==> src/rtl/sfdiag_pkg.sv <==
// constants, modes and state layout for the safety i/o diagnostic block
package sfdiag_pkg;
  localparam int unsigned CLK_PERIOD_PS = 5000;
  localparam int unsigned TP_WIDTH_NS = 85000;
  localparam int unsigned TP_PERIOD_NS = 340000;
  // a least pulse width rounds up, the period is a fixed repeat
  localparam int unsigned TP_WIDTH_CYC = (TP_WIDTH_NS * 1000 + CLK_PERIOD_PS - 1) / CLK_PERIOD_PS;
  localparam int unsigned TP_PERIOD_CYC = (TP_PERIOD_NS * 1000) / CLK_PERIOD_PS;
  localparam int unsigned TP_CNT_W = 18;
  localparam int unsigned CUR_W = 16;
  localparam logic [TP_CNT_W-1:0] TP_CNT_RST = 18'h00000;
  localparam logic [1:0] DRIVE_RST = 2'h0;

  typedef enum logic [2:0] {
    SFDIAG_DO_SINGLE,
    SFDIAG_DO_SINGLE_EXT_RB,
    SFDIAG_DO_SINGLE_INT_TP,
    SFDIAG_DO_SINGLE_EXT_TP,
    SFDIAG_DO_DUAL,
    SFDIAG_DO_DUAL_INT_TP,
    SFDIAG_DO_DUAL_EXT_TP
  } sfdiag_do_mode_t;

  typedef enum logic [1:0] {
    SFDIAG_AI_SINGLE,
    SFDIAG_AI_1OO2,
    SFDIAG_AI_2OO3
  } sfdiag_ai_mode_t;

  // declaration order gives lolo < normal < high high
  typedef enum logic [1:0] {
    SFDIAG_REG_LOLO,
    SFDIAG_REG_NORM,
    SFDIAG_REG_HIHI
  } sfdiag_region_t;

  typedef struct packed {
    logic oc;
    logic open;
    logic readback;
    logic test_pulse;
  } sfdiag_do_flags_t;

  typedef struct packed {
    logic overcurrent;
    logic disc_fault;
    logic disc_warn;
  } sfdiag_ai_flags_t;

  typedef struct packed {
    logic [TP_CNT_W-1:0] tp_cnt;
    logic [1:0] drive;
    sfdiag_do_flags_t do_flags;
    sfdiag_region_t region;
    sfdiag_region_t [2:0] ch_region;
    sfdiag_ai_flags_t ai_flags;
    logic [1:0] tp_bad;
  } sfdiag_state_t;
endpackage

==> src/rtl/sfdiag_top.sv <==
// fault classification for safety digital outputs and analog current inputs
`timescale 1ns/100ps
module sfdiag_top #(
  parameter int unsigned TP_WIDTH_CYC = sfdiag_pkg::TP_WIDTH_CYC,
  parameter int unsigned TP_PERIOD_CYC = sfdiag_pkg::TP_PERIOD_CYC
) (
  // clock and reset
  input wire logic sys_clk_i,
  input wire logic srst_i,
  // digital output command and configuration
  input wire logic cmd_i,
  input wire sfdiag_pkg::sfdiag_do_mode_t do_mode_i,
  // sensed output lines and returning input channel
  input wire logic [1:0] line_lvl_i,
  input wire logic [1:0] line_oc_i,
  input wire logic [1:0] line_load_i,
  input wire logic ret_lvl_i,
  input wire logic ret_oc_i,
  // digital output drive and flags
  output logic [1:0] do_drive_o,
  output sfdiag_pkg::sfdiag_do_flags_t do_flags_o,
  // analog configuration and measured currents
  input wire sfdiag_pkg::sfdiag_ai_mode_t ai_mode_i,
  input wire logic [2:0][sfdiag_pkg::CUR_W-1:0] ai_cur_i,
  input wire logic [sfdiag_pkg::CUR_W-1:0] lolo_thr_i,
  input wire logic [sfdiag_pkg::CUR_W-1:0] hihi_thr_i,
  input wire logic [sfdiag_pkg::CUR_W-1:0] disc_cur_i,
  // analog regions and flags
  output sfdiag_pkg::sfdiag_region_t ai_region_o,
  output sfdiag_pkg::sfdiag_region_t [2:0] ai_ch_region_o,
  output sfdiag_pkg::sfdiag_ai_flags_t ai_flags_o
);

  localparam int unsigned TP_HALF_CYC = TP_PERIOD_CYC / 2;
  localparam int unsigned TP_CNT_W = sfdiag_pkg::TP_CNT_W;

  sfdiag_pkg::sfdiag_state_t state_reg;
  sfdiag_pkg::sfdiag_state_t state_next;

  logic is_dual;
  logic tp_en;
  logic ext_ret;
  logic [1:0] act;
  logic [1:0] pulse;
  logic [1:0] pulse_end;
  logic [1:0] lvl_eff;
  logic [1:0] oc_eff;
  logic [2:0] over_thr;
  logic [1:0] hihi_cnt;
  logic d01_big;
  logic d02_big;
  logic d12_big;

  function automatic sfdiag_pkg::sfdiag_region_t classify(
    input logic [sfdiag_pkg::CUR_W-1:0] cur,
    input logic [sfdiag_pkg::CUR_W-1:0] lo,
    input logic [sfdiag_pkg::CUR_W-1:0] hi
  );
    sfdiag_pkg::sfdiag_region_t r;
    r = sfdiag_pkg::SFDIAG_REG_NORM;
    if (cur < lo)
      r = sfdiag_pkg::SFDIAG_REG_LOLO;
    else if (cur > hi)
      r = sfdiag_pkg::SFDIAG_REG_HIHI;
    return r;
  endfunction

  function automatic logic delta_big(
    input logic [sfdiag_pkg::CUR_W-1:0] a,
    input logic [sfdiag_pkg::CUR_W-1:0] b,
    input logic [sfdiag_pkg::CUR_W-1:0] lim
  );
    logic [sfdiag_pkg::CUR_W-1:0] d;
    d = (a > b) ? a - b : b - a;
    return d > lim;
  endfunction

  // median of three ordered regions is the two-of-three vote
  function automatic sfdiag_pkg::sfdiag_region_t vote3(
    input sfdiag_pkg::sfdiag_region_t a,
    input sfdiag_pkg::sfdiag_region_t b,
    input sfdiag_pkg::sfdiag_region_t c
  );
    sfdiag_pkg::sfdiag_region_t lo;
    sfdiag_pkg::sfdiag_region_t hi;
    sfdiag_pkg::sfdiag_region_t m;
    lo = (a < b) ? a : b;
    hi = (a < b) ? b : a;
    m = (hi < c) ? hi : c;
    return (lo > m) ? lo : m;
  endfunction

  always_comb
  begin
    is_dual = (do_mode_i == sfdiag_pkg::SFDIAG_DO_DUAL)
      || (do_mode_i == sfdiag_pkg::SFDIAG_DO_DUAL_INT_TP)
      || (do_mode_i == sfdiag_pkg::SFDIAG_DO_DUAL_EXT_TP);
    tp_en = (do_mode_i == sfdiag_pkg::SFDIAG_DO_SINGLE_INT_TP)
      || (do_mode_i == sfdiag_pkg::SFDIAG_DO_SINGLE_EXT_TP)
      || (do_mode_i == sfdiag_pkg::SFDIAG_DO_DUAL_INT_TP)
      || (do_mode_i == sfdiag_pkg::SFDIAG_DO_DUAL_EXT_TP);
    ext_ret = (do_mode_i == sfdiag_pkg::SFDIAG_DO_SINGLE_EXT_RB)
      || (do_mode_i == sfdiag_pkg::SFDIAG_DO_SINGLE_EXT_TP)
      || (do_mode_i == sfdiag_pkg::SFDIAG_DO_DUAL_EXT_TP);
    act = {is_dual, 1'b1};
    // the returning input channel is judged alongside output channel 0
    lvl_eff = {line_lvl_i[1] & act[1], line_lvl_i[0] | (ext_ret & ret_lvl_i)};
    oc_eff = {line_oc_i[1] & act[1], line_oc_i[0] | (ext_ret & ret_oc_i)};
    // channel 1 runs half a period behind so a short between channels is caught
    pulse[0] = tp_en && cmd_i
      && (state_reg.tp_cnt < TP_CNT_W'(TP_WIDTH_CYC));
    pulse[1] = tp_en && cmd_i && act[1]
      && (state_reg.tp_cnt >= TP_CNT_W'(TP_HALF_CYC))
      && (state_reg.tp_cnt < TP_CNT_W'(TP_HALF_CYC + TP_WIDTH_CYC));
    pulse_end[0] = pulse[0] && (state_reg.tp_cnt == TP_CNT_W'(TP_WIDTH_CYC - 1));
    pulse_end[1] = pulse[1]
      && (state_reg.tp_cnt == TP_CNT_W'(TP_HALF_CYC + TP_WIDTH_CYC - 1));
    over_thr[0] = ai_cur_i[0] > hihi_thr_i;
    over_thr[1] = ai_cur_i[1] > hihi_thr_i;
    over_thr[2] = ai_cur_i[2] > hihi_thr_i;
    hihi_cnt = 2'(over_thr[0]) + 2'(over_thr[1]) + 2'(over_thr[2]);
    d01_big = delta_big(ai_cur_i[0], ai_cur_i[1], disc_cur_i);
    d02_big = delta_big(ai_cur_i[0], ai_cur_i[2], disc_cur_i);
    d12_big = delta_big(ai_cur_i[1], ai_cur_i[2], disc_cur_i);
  end

  always_comb
  begin
    state_next = state_reg;
    // free-running pulse timebase
    if (state_reg.tp_cnt >= TP_CNT_W'(TP_PERIOD_CYC - 1))
      state_next.tp_cnt = sfdiag_pkg::TP_CNT_RST;
    else
      state_next.tp_cnt = state_reg.tp_cnt + 18'h00001;
    // a pulse only ever removes drive, never adds it
    state_next.drive = {2{cmd_i}} & act & ~pulse;
    state_next.do_flags.oc = cmd_i && (|oc_eff);
    state_next.do_flags.open = cmd_i && (|(act & ~line_load_i));
    state_next.do_flags.readback = !cmd_i && (|lvl_eff);
    // each channel keeps its own verdict until its own next pulse, so a clean pulse
    // on one channel cannot hide a line stuck high on the other
    if (!tp_en || !cmd_i)
      state_next.tp_bad = 2'h0;
    else
      state_next.tp_bad = (state_reg.tp_bad & ~pulse_end) | (pulse_end & lvl_eff);
    state_next.do_flags.test_pulse = |state_next.tp_bad;
    for (int k = 0; k < 3; k++)
      state_next.ch_region[k] = classify(ai_cur_i[k], lolo_thr_i, hihi_thr_i);
    state_next.ai_flags = '0;
    case (ai_mode_i)
      sfdiag_pkg::SFDIAG_AI_SINGLE:
      begin
        state_next.region = state_next.ch_region[0];
        state_next.ai_flags.overcurrent = over_thr[0];
      end
      sfdiag_pkg::SFDIAG_AI_1OO2:
      begin
        // low low wins since it is the de-energised safe region
        if ((state_next.ch_region[0] == sfdiag_pkg::SFDIAG_REG_LOLO)
            || (state_next.ch_region[1] == sfdiag_pkg::SFDIAG_REG_LOLO))
          state_next.region = sfdiag_pkg::SFDIAG_REG_LOLO;
        else if ((state_next.ch_region[0] == sfdiag_pkg::SFDIAG_REG_HIHI)
            || (state_next.ch_region[1] == sfdiag_pkg::SFDIAG_REG_HIHI))
          state_next.region = sfdiag_pkg::SFDIAG_REG_HIHI;
        else
          state_next.region = sfdiag_pkg::SFDIAG_REG_NORM;
        state_next.ai_flags.overcurrent = over_thr[0] || over_thr[1];
        state_next.ai_flags.disc_fault = d01_big;
      end
      sfdiag_pkg::SFDIAG_AI_2OO3:
      begin
        state_next.region = vote3(state_next.ch_region[0], state_next.ch_region[1],
          state_next.ch_region[2]);
        state_next.ai_flags.overcurrent = hihi_cnt >= 2'h2;
        // no agreeing pair left means the vote itself is untrusted
        state_next.ai_flags.disc_fault = d01_big && d02_big && d12_big;
        state_next.ai_flags.disc_warn = (d01_big || d02_big || d12_big)
          && !(d01_big && d02_big && d12_big);
      end
      default:
      begin
        state_next.region = sfdiag_pkg::SFDIAG_REG_LOLO;
      end
    endcase
  end

  always_ff @(posedge sys_clk_i)
  begin
    if (srst_i)
    begin
      state_reg <= '0;
      state_reg.tp_cnt <= sfdiag_pkg::TP_CNT_RST;
      state_reg.drive <= sfdiag_pkg::DRIVE_RST;
    end
    else
    begin
      state_reg <= state_next;
    end
  end

  assign do_drive_o = state_reg.drive;
  assign do_flags_o = state_reg.do_flags;
  assign ai_region_o = state_reg.region;
  assign ai_ch_region_o = state_reg.ch_region;
  assign ai_flags_o = state_reg.ai_flags;

  a_oc_when_true: assert property (@(posedge sys_clk_i) disable iff (srst_i)
    cmd_i && line_oc_i[0] |=> do_flags_o.oc)
    else $error("ground short while true gave no overcurrent");

  a_safe_when_false: assert property (@(posedge sys_clk_i) disable iff (srst_i)
    !cmd_i |=> !do_flags_o.oc && !do_flags_o.open && (do_drive_o == 2'h0))
    else $error("fault or drive while output false");

  a_open_when_true: assert property (@(posedge sys_clk_i) disable iff (srst_i)
    cmd_i && !line_load_i[0] |=> do_flags_o.open)
    else $error("open line while true not flagged");

  a_readback_mismatch: assert property (@(posedge sys_clk_i) disable iff (srst_i)
    !cmd_i && line_lvl_i[0] |=> do_flags_o.readback && !do_flags_o.test_pulse)
    else $error("supply short while false not flagged as readback");

  a_pulse_staggered: assert property (@(posedge sys_clk_i) disable iff (srst_i)
    !(pulse[0] && pulse[1]))
    else $error("test pulses overlap on both channels");

  a_pulse_low_width: assert property (@(posedge sys_clk_i) disable iff (srst_i)
    $rose(pulse[0]) && cmd_i |=> !do_drive_o[0])
    else $error("test pulse did not pull the line low");

  a_tp_fault_set: assert property (@(posedge sys_clk_i) disable iff (srst_i)
    pulse_end[0] && line_lvl_i[0] |=> do_flags_o.test_pulse)
    else $error("line stuck high through pulse not flagged");

  a_region_lolo: assert property (@(posedge sys_clk_i) disable iff (srst_i)
    ai_cur_i[1] < lolo_thr_i |=> ai_ch_region_o[1] == sfdiag_pkg::SFDIAG_REG_LOLO)
    else $error("low current not classed low low");

  a_disc_1oo2: assert property (@(posedge sys_clk_i) disable iff (srst_i)
    ai_mode_i == sfdiag_pkg::SFDIAG_AI_1OO2 |=> ai_flags_o.disc_fault == $past(d01_big))
    else $error("one-of-two discrepancy does not follow delta");

  a_single_oc_2oo3: assert property (@(posedge sys_clk_i) disable iff (srst_i)
    ai_mode_i == sfdiag_pkg::SFDIAG_AI_2OO3 && hihi_cnt == 2'h1 |=> !ai_flags_o.overcurrent)
    else $error("single overcurrent in two-of-three raised overcurrent");

  a_ret_short_oc: assert property (@(posedge sys_clk_i) disable iff (srst_i)
    ext_ret && cmd_i && ret_oc_i |=> do_flags_o.oc)
    else $error("return channel ground short gave no overcurrent");

  a_no_rb_true: assert property (@(posedge sys_clk_i) disable iff (srst_i)
    cmd_i |=> !do_flags_o.readback)
    else $error("readback fault raised while output true");

  a_tp_fault_ch1: assert property (@(posedge sys_clk_i) disable iff (srst_i)
    pulse_end[1] && line_lvl_i[1] |=> do_flags_o.test_pulse)
    else $error("channel 1 stuck high through pulse not flagged");

  a_hihi_1oo2: assert property (@(posedge sys_clk_i) disable iff (srst_i)
    ai_mode_i == sfdiag_pkg::SFDIAG_AI_1OO2 && over_thr[0] && over_thr[1]
      |=> ai_region_o == sfdiag_pkg::SFDIAG_REG_HIHI && ai_flags_o.overcurrent)
    else $error("both channels over range not high high with overcurrent");

  a_all_oc_2oo3: assert property (@(posedge sys_clk_i) disable iff (srst_i)
    ai_mode_i == sfdiag_pkg::SFDIAG_AI_2OO3 && hihi_cnt == 2'h3
      |=> ai_region_o == sfdiag_pkg::SFDIAG_REG_HIHI && ai_flags_o.overcurrent)
    else $error("three channels over range not high high with overcurrent");

  c_tp_fault: cover property (@(posedge sys_clk_i) disable iff (srst_i)
    $rose(do_flags_o.test_pulse));
  c_dual_pulses: cover property (@(posedge sys_clk_i) disable iff (srst_i)
    $fell(pulse[0]) ##[1:1000] pulse[1]);
  c_warn_2oo3: cover property (@(posedge sys_clk_i) disable iff (srst_i)
    ai_flags_o.disc_warn && ai_flags_o.overcurrent);
  c_ret_fault: cover property (@(posedge sys_clk_i) disable iff (srst_i)
    ext_ret && do_flags_o.test_pulse);
  c_disc_1oo2: cover property (@(posedge sys_clk_i) disable iff (srst_i)
    ai_flags_o.disc_fault && ai_region_o == sfdiag_pkg::SFDIAG_REG_LOLO);

endmodule

==> config.mk <==
export PLATFORM = sky130hd
export DESIGN_NAME = sfdiag_top
export DESIGN_NICKNAME = d
export VERILOG_FILES = /design/src/rtl/sfdiag_pkg.sv /design/src/rtl/sfdiag_top.sv
export SDC_FILE = /design/constraint.sdc
export NUM_CORES = 1
export LEC_CHECK = 0
export ABC_AREA = 0
export BUFFER_PORTS_ARGS = -buffer_cell sky130_fd_sc_hd__clkbuf_2
export CAP_MARGIN = 20
export CORE_MARGIN = 3
export CORE_UTILIZATION = 45
export CTS_BUF_LIST = sky130_fd_sc_hd__clkbuf_8
export DETAILED_ROUTE_END_ITERATION = 10
export PLACE_DENSITY = 0.67
export SLEW_MARGIN = 5
export SYNTH_ARGS = -nofsm -noshare
export SYNTH_HDL_FRONTEND = slang
export SYNTH_SLANG_ARGS = --single-unit
==> constraint.sdc <==
create_clock -name sys_clk_i -period 4.67 [get_ports sys_clk_i]
set_input_delay 0.2335 -clock sys_clk_i [delete_from_list [all_inputs] [get_ports sys_clk_i]]
set_output_delay 0.2335 -clock sys_clk_i [all_outputs]
set_load 0.005 [all_outputs]
==> run_summary.xml <==
<?xml version="1.0" encoding="UTF-8"?>
<metrics>
  <group name="cells_and_area">
    <metric name="layout.nets" unit="">1802</metric>
    <metric name="layout.core_utilization" unit="%">53.9</metric>
    <metric name="layout-area-overhead-vs-synth" unit="%">15.5</metric>
    <metric name="layout_common_cells" unit="">ha_1 (248), inv_1 (133), clkbuf_2 (128)</metric>
    <metric name="largest_register_ff_count" unit="">20</metric>
    <metric name="layout-drive-gt1-share" unit="%">17.5</metric>
    <metric name="layout.cells.most_common" unit="">ha_1</metric>
    <metric name="number_of_antenna_cells_inserted" unit="">0</metric>
  </group>
  <group name="pwr">
    <metric name="worst_ir_drop_vdd" unit="mV">0.188</metric>
    <metric name="power.sequential.fraction" unit="%">15.6</metric>
    <metric name="p_sw_share" unit="%">45.5</metric>
    <metric name="p_int" unit="mW">1.15</metric>
    <metric name="p_clk_share" unit="%">14.3</metric>
    <metric name="total_switching_power" unit="mW">0.965</metric>
    <metric name="p_per_area" unit="nW/um^2">191</metric>
    <metric name="combPwrFrac" unit="%">70.1</metric>
    <metric name="leakage" unit="nW">5.92</metric>
  </group>
  <group name="placement">
    <metric name="detailedPlacementHpwl" unit="um">28700</metric>
    <metric name="place.gp.congestion" unit="">1.02</metric>
    <metric name="place.port_buffers" unit="">128</metric>
  </group>
  <group name="routing">
    <metric name="route.detailed.vias_per_inst" unit="">5.84</metric>
    <metric name="avgRoutedWirePerCell" unit="um">19.3</metric>
    <metric name="detail_route.drc_violations" unit="">0</metric>
    <metric name="dr.first_iter.drc_count" unit="">711</metric>
    <metric name="antenna_left" unit="">0</metric>
    <metric name="routed-via-count" unit="">9976</metric>
    <metric name="drt-total-wl" unit="um">33000</metric>
    <metric name="detailedRoute.firstPassIterationCount" unit="">6</metric>
  </group>
  <group name="synthesis">
    <metric name="synth_sequential_area_ratio" unit="%">7.70</metric>
    <metric name="ys.flop_type" unit="">dfxtp_1</metric>
    <metric name="synth.ff_latch_count" unit="">37</metric>
    <metric name="postSynthCellCount" unit="">1266</metric>
    <metric name="synth_fp_nets" unit="">1632</metric>
    <metric name="yosysTopAreaCell" unit="">ha_1</metric>
    <metric name="yosys_warnings" unit="">0</metric>
    <metric name="ffs_w_async_s_r_synth" unit="%">0</metric>
    <metric name="synth.top_cell.area_share" unit="%">32.2</metric>
    <metric name="syn-mean-instance-area" unit="sq um">7.60</metric>
    <metric name="synthesis.area" unit="sq um">9630</metric>
    <metric name="synthTopCellsByArea" unit="">ha_1 (32%), dfxtp_1 (7.7%), a21oi_1 (6.0%)</metric>
    <metric name="synth_enable_flop_cells" unit="">0</metric>
    <metric name="synth.lib_cells_used.distinct" unit="">75</metric>
  </group>
  <group name="sta">
    <metric name="setup_tns" unit="ps">0</metric>
    <metric name="hold_viol" unit="">0</metric>
    <metric name="rsz0062_at_grt" unit="">no</metric>
    <metric name="max_slew_margin" unit="%">63.2</metric>
    <metric name="fin_crit_sh" unit="%">94.3</metric>
    <metric name="max_clock_freq" unit="GHz">0.227</metric>
    <metric name="worst_slew_pin_slew" unit="ps">538</metric>
    <metric name="finalClockSkew" unit="ps">13.0</metric>
    <metric name="period_needed" unit="ps">4400</metric>
    <metric name="timing_max_transition_violations_final" unit="">0</metric>
    <metric name="final_setup_viols" unit="">0</metric>
  </group>
  <group name="run">
    <metric name="timing.max_cap.violations" unit="">0</metric>
  </group>
  <group name="global_route">
    <metric name="grt_start_max_net_pins" unit="">22</metric>
    <metric name="antenna_found_initial" unit="">0</metric>
    <metric name="first_global_vias" unit="">9663</metric>
    <metric name="gr_overflow_total" unit="">0</metric>
    <metric name="grt_pass1_wl" unit="um">51300</metric>
    <metric name="global_routing_usage_summed_across_all_routing_layers" unit="%">27.1</metric>
  </group>
  <group name="clocking">
    <metric name="ctsLongestPathBuffers" unit="">2</metric>
    <metric name="clk-insertion-delay-late" unit="ps">300</metric>
    <metric name="numClockSinks" unit="">37</metric>
    <metric name="cts_tree" unit="">done</metric>
    <metric name="cts.clk_slew.worst_paths" unit="ps">90</metric>
    <metric name="cts_buffers" unit="">5</metric>
    <metric name="htree_num_levels" unit="">2</metric>
    <metric name="clock_tree.root_cell" unit="">clkbuf_8</metric>
  </group>
  <group name="critical_path">
    <metric name="required" unit="ps">4870</metric>
    <metric name="worstSetupPathType" unit="">in -&gt; reg</metric>
    <metric name="cp.arrival" unit="ps">4600</metric>
    <metric name="crit-reg2reg-launch" unit="">state_reg[30]</metric>
    <metric name="timing.critical_path.fanout_max" unit="">3</metric>
    <metric name="timing.critical_path.from_type" unit="">input port</metric>
    <metric name="startpoint" unit="">ai_cur_i[16]</metric>
    <metric name="worst_setup_path_end_kind" unit="">flop</metric>
  </group>
  <group name="min_path">
    <metric name="min-delay-path-class" unit="">in -&gt; reg</metric>
    <metric name="hp-start" unit="">line_oc_i[0]</metric>
  </group>
  <group name="die">
    <metric name="placementRows" unit="">52</metric>
    <metric name="core_region_area" unit="sq um">20600</metric>
    <metric name="die_x" unit="um">152</metric>
    <metric name="initial_core_util" unit="%">46.7</metric>
    <metric name="dieArea" unit="sq um">23200</metric>
    <metric name="ioPinCount" unit="">129</metric>
    <metric name="die_h" unit="um">152</metric>
  </group>
  <group name="outcome">
    <metric name="run_status" unit="">completed</metric>
  </group>
</metrics>
through the flow:
| stage | total power [mW] | area (sq um) | worst slack [ps] | hold WS, ps | std cells |
|---|---|---|---|---|---|
| final | 2.12 | 11100 | 266 | 160 | 1707 |
| after global routing | 2.31 | 11100 | 5.30 | 180 | 1707 |
| after CTS | 2.09 | 11100 | 135 | 163 | 1707 |
| after detailed placement | 1.78 | 11000 | -132 | 434 | 1699 |
| after global placement | 1.77 | 11000 | 61.8 | 426 | 1699 |
| after floorplan | 1.30 | 9630 | 311 | 312 | 1266 |
what timing repair did:
| item | 4_1_cts | 5_1_grt |
|---|---|---|
| hold buffers | 0 | 0 |
| endpoints found under the setup margin | 0 | 2 |
| buffers inserted | 0 | 0 |
| resized for setup | 0 | 4 |
synthesized netlist by cell type (all sizes together) (7+ instances only):
cell     instances
ha             248
inv            133
a21oi          118
nor2            83
nand2           77
a21o            69
o21ai           59
dfxtp           37
buf             36
xnor2           34
nand4           33
nand3           32
nor3            25
clkbuf          22
xor2            22
mux2i           16
nor2b           15
and3            14
o211ai          14
o21a            14
a211oi          11
o21bai          11
a31oi            9
nor4             9
mux2             8
nand2b           8
a2111oi          7
final cells by class:
cell class / count / area (sq um)
well taps: 270 / 338
clock inverters: 2 / 37.5
inverters: 133 / 499
multi-input cells: 1038 / 8080
fillers: 2066 / 9510
clock buffers: 6 / 82.6
repair buffers: 221 / 1340
flip-flops and latches: 37 / 741
critical path: stages:
cell	delay, ps
clkbuf_2	90
inv_1	50
ha_1	180
inv_1	90
fa_1	200
a21o_1	140
nand2b_1	80
a31o_1	210
o41a_1	470
a21oi_2	150
mux2_2	360
o221ai_1	230
xor2_1	180
ha_1	260
a21o_1	180
a21o_1	170
a21o_1	180
a2111oi_2	350
nor3_1	100
a211oi_1	220
nor2_1	130
a2111oi_2	330
per-layer routing:
layer	vias up	track usage, %	share of wire (%)
li1	4901	-	-
met1	4677	38.4	47
met2	352	45.5	46
met3	46	2.07	5.4
met4	0	5.09	2.2
met5	-	0	0
final timing paths:
path              cells after the start             to  slack [ps]
setup / recovery                     22  ai_flags_o[0]         270
hold / removal                        3  do_flags_o[3]         160
setup reg to reg                      7  do_flags_o[0]        2140
hold reg to reg                       1  state_reg[19]         440
power groups by stage:
stage	Combinational, mW	Sequential, mW	Clock, mW
final	1.49	0.330	0.303
after global routing	1.66	0.331	0.320
after CTS	1.46	0.330	0.304
after detailed placement	1.45	0.337	0
after global placement	1.43	0.337	0
after floorplan	0.968	0.335	0
cell families (layout without fill, tap and decap cells):
logic type / after synthesis / in the layout / share of synthesized area (%)
compound gates: 377 / 377 / 25.8
xor+xnor: 56 / 56 / 5.10
fa+ha+maj: 254 / 254 / 33.5
buf+inv: 191 / 362 / 8.59
flops: 37 / 37 / 7.70
mux: 24 / 24 / 2.60
other cells: 1 / 1 / 0.0390
simple gates: 326 / 326 / 16.7
Power figures use the tool's default switching activity.
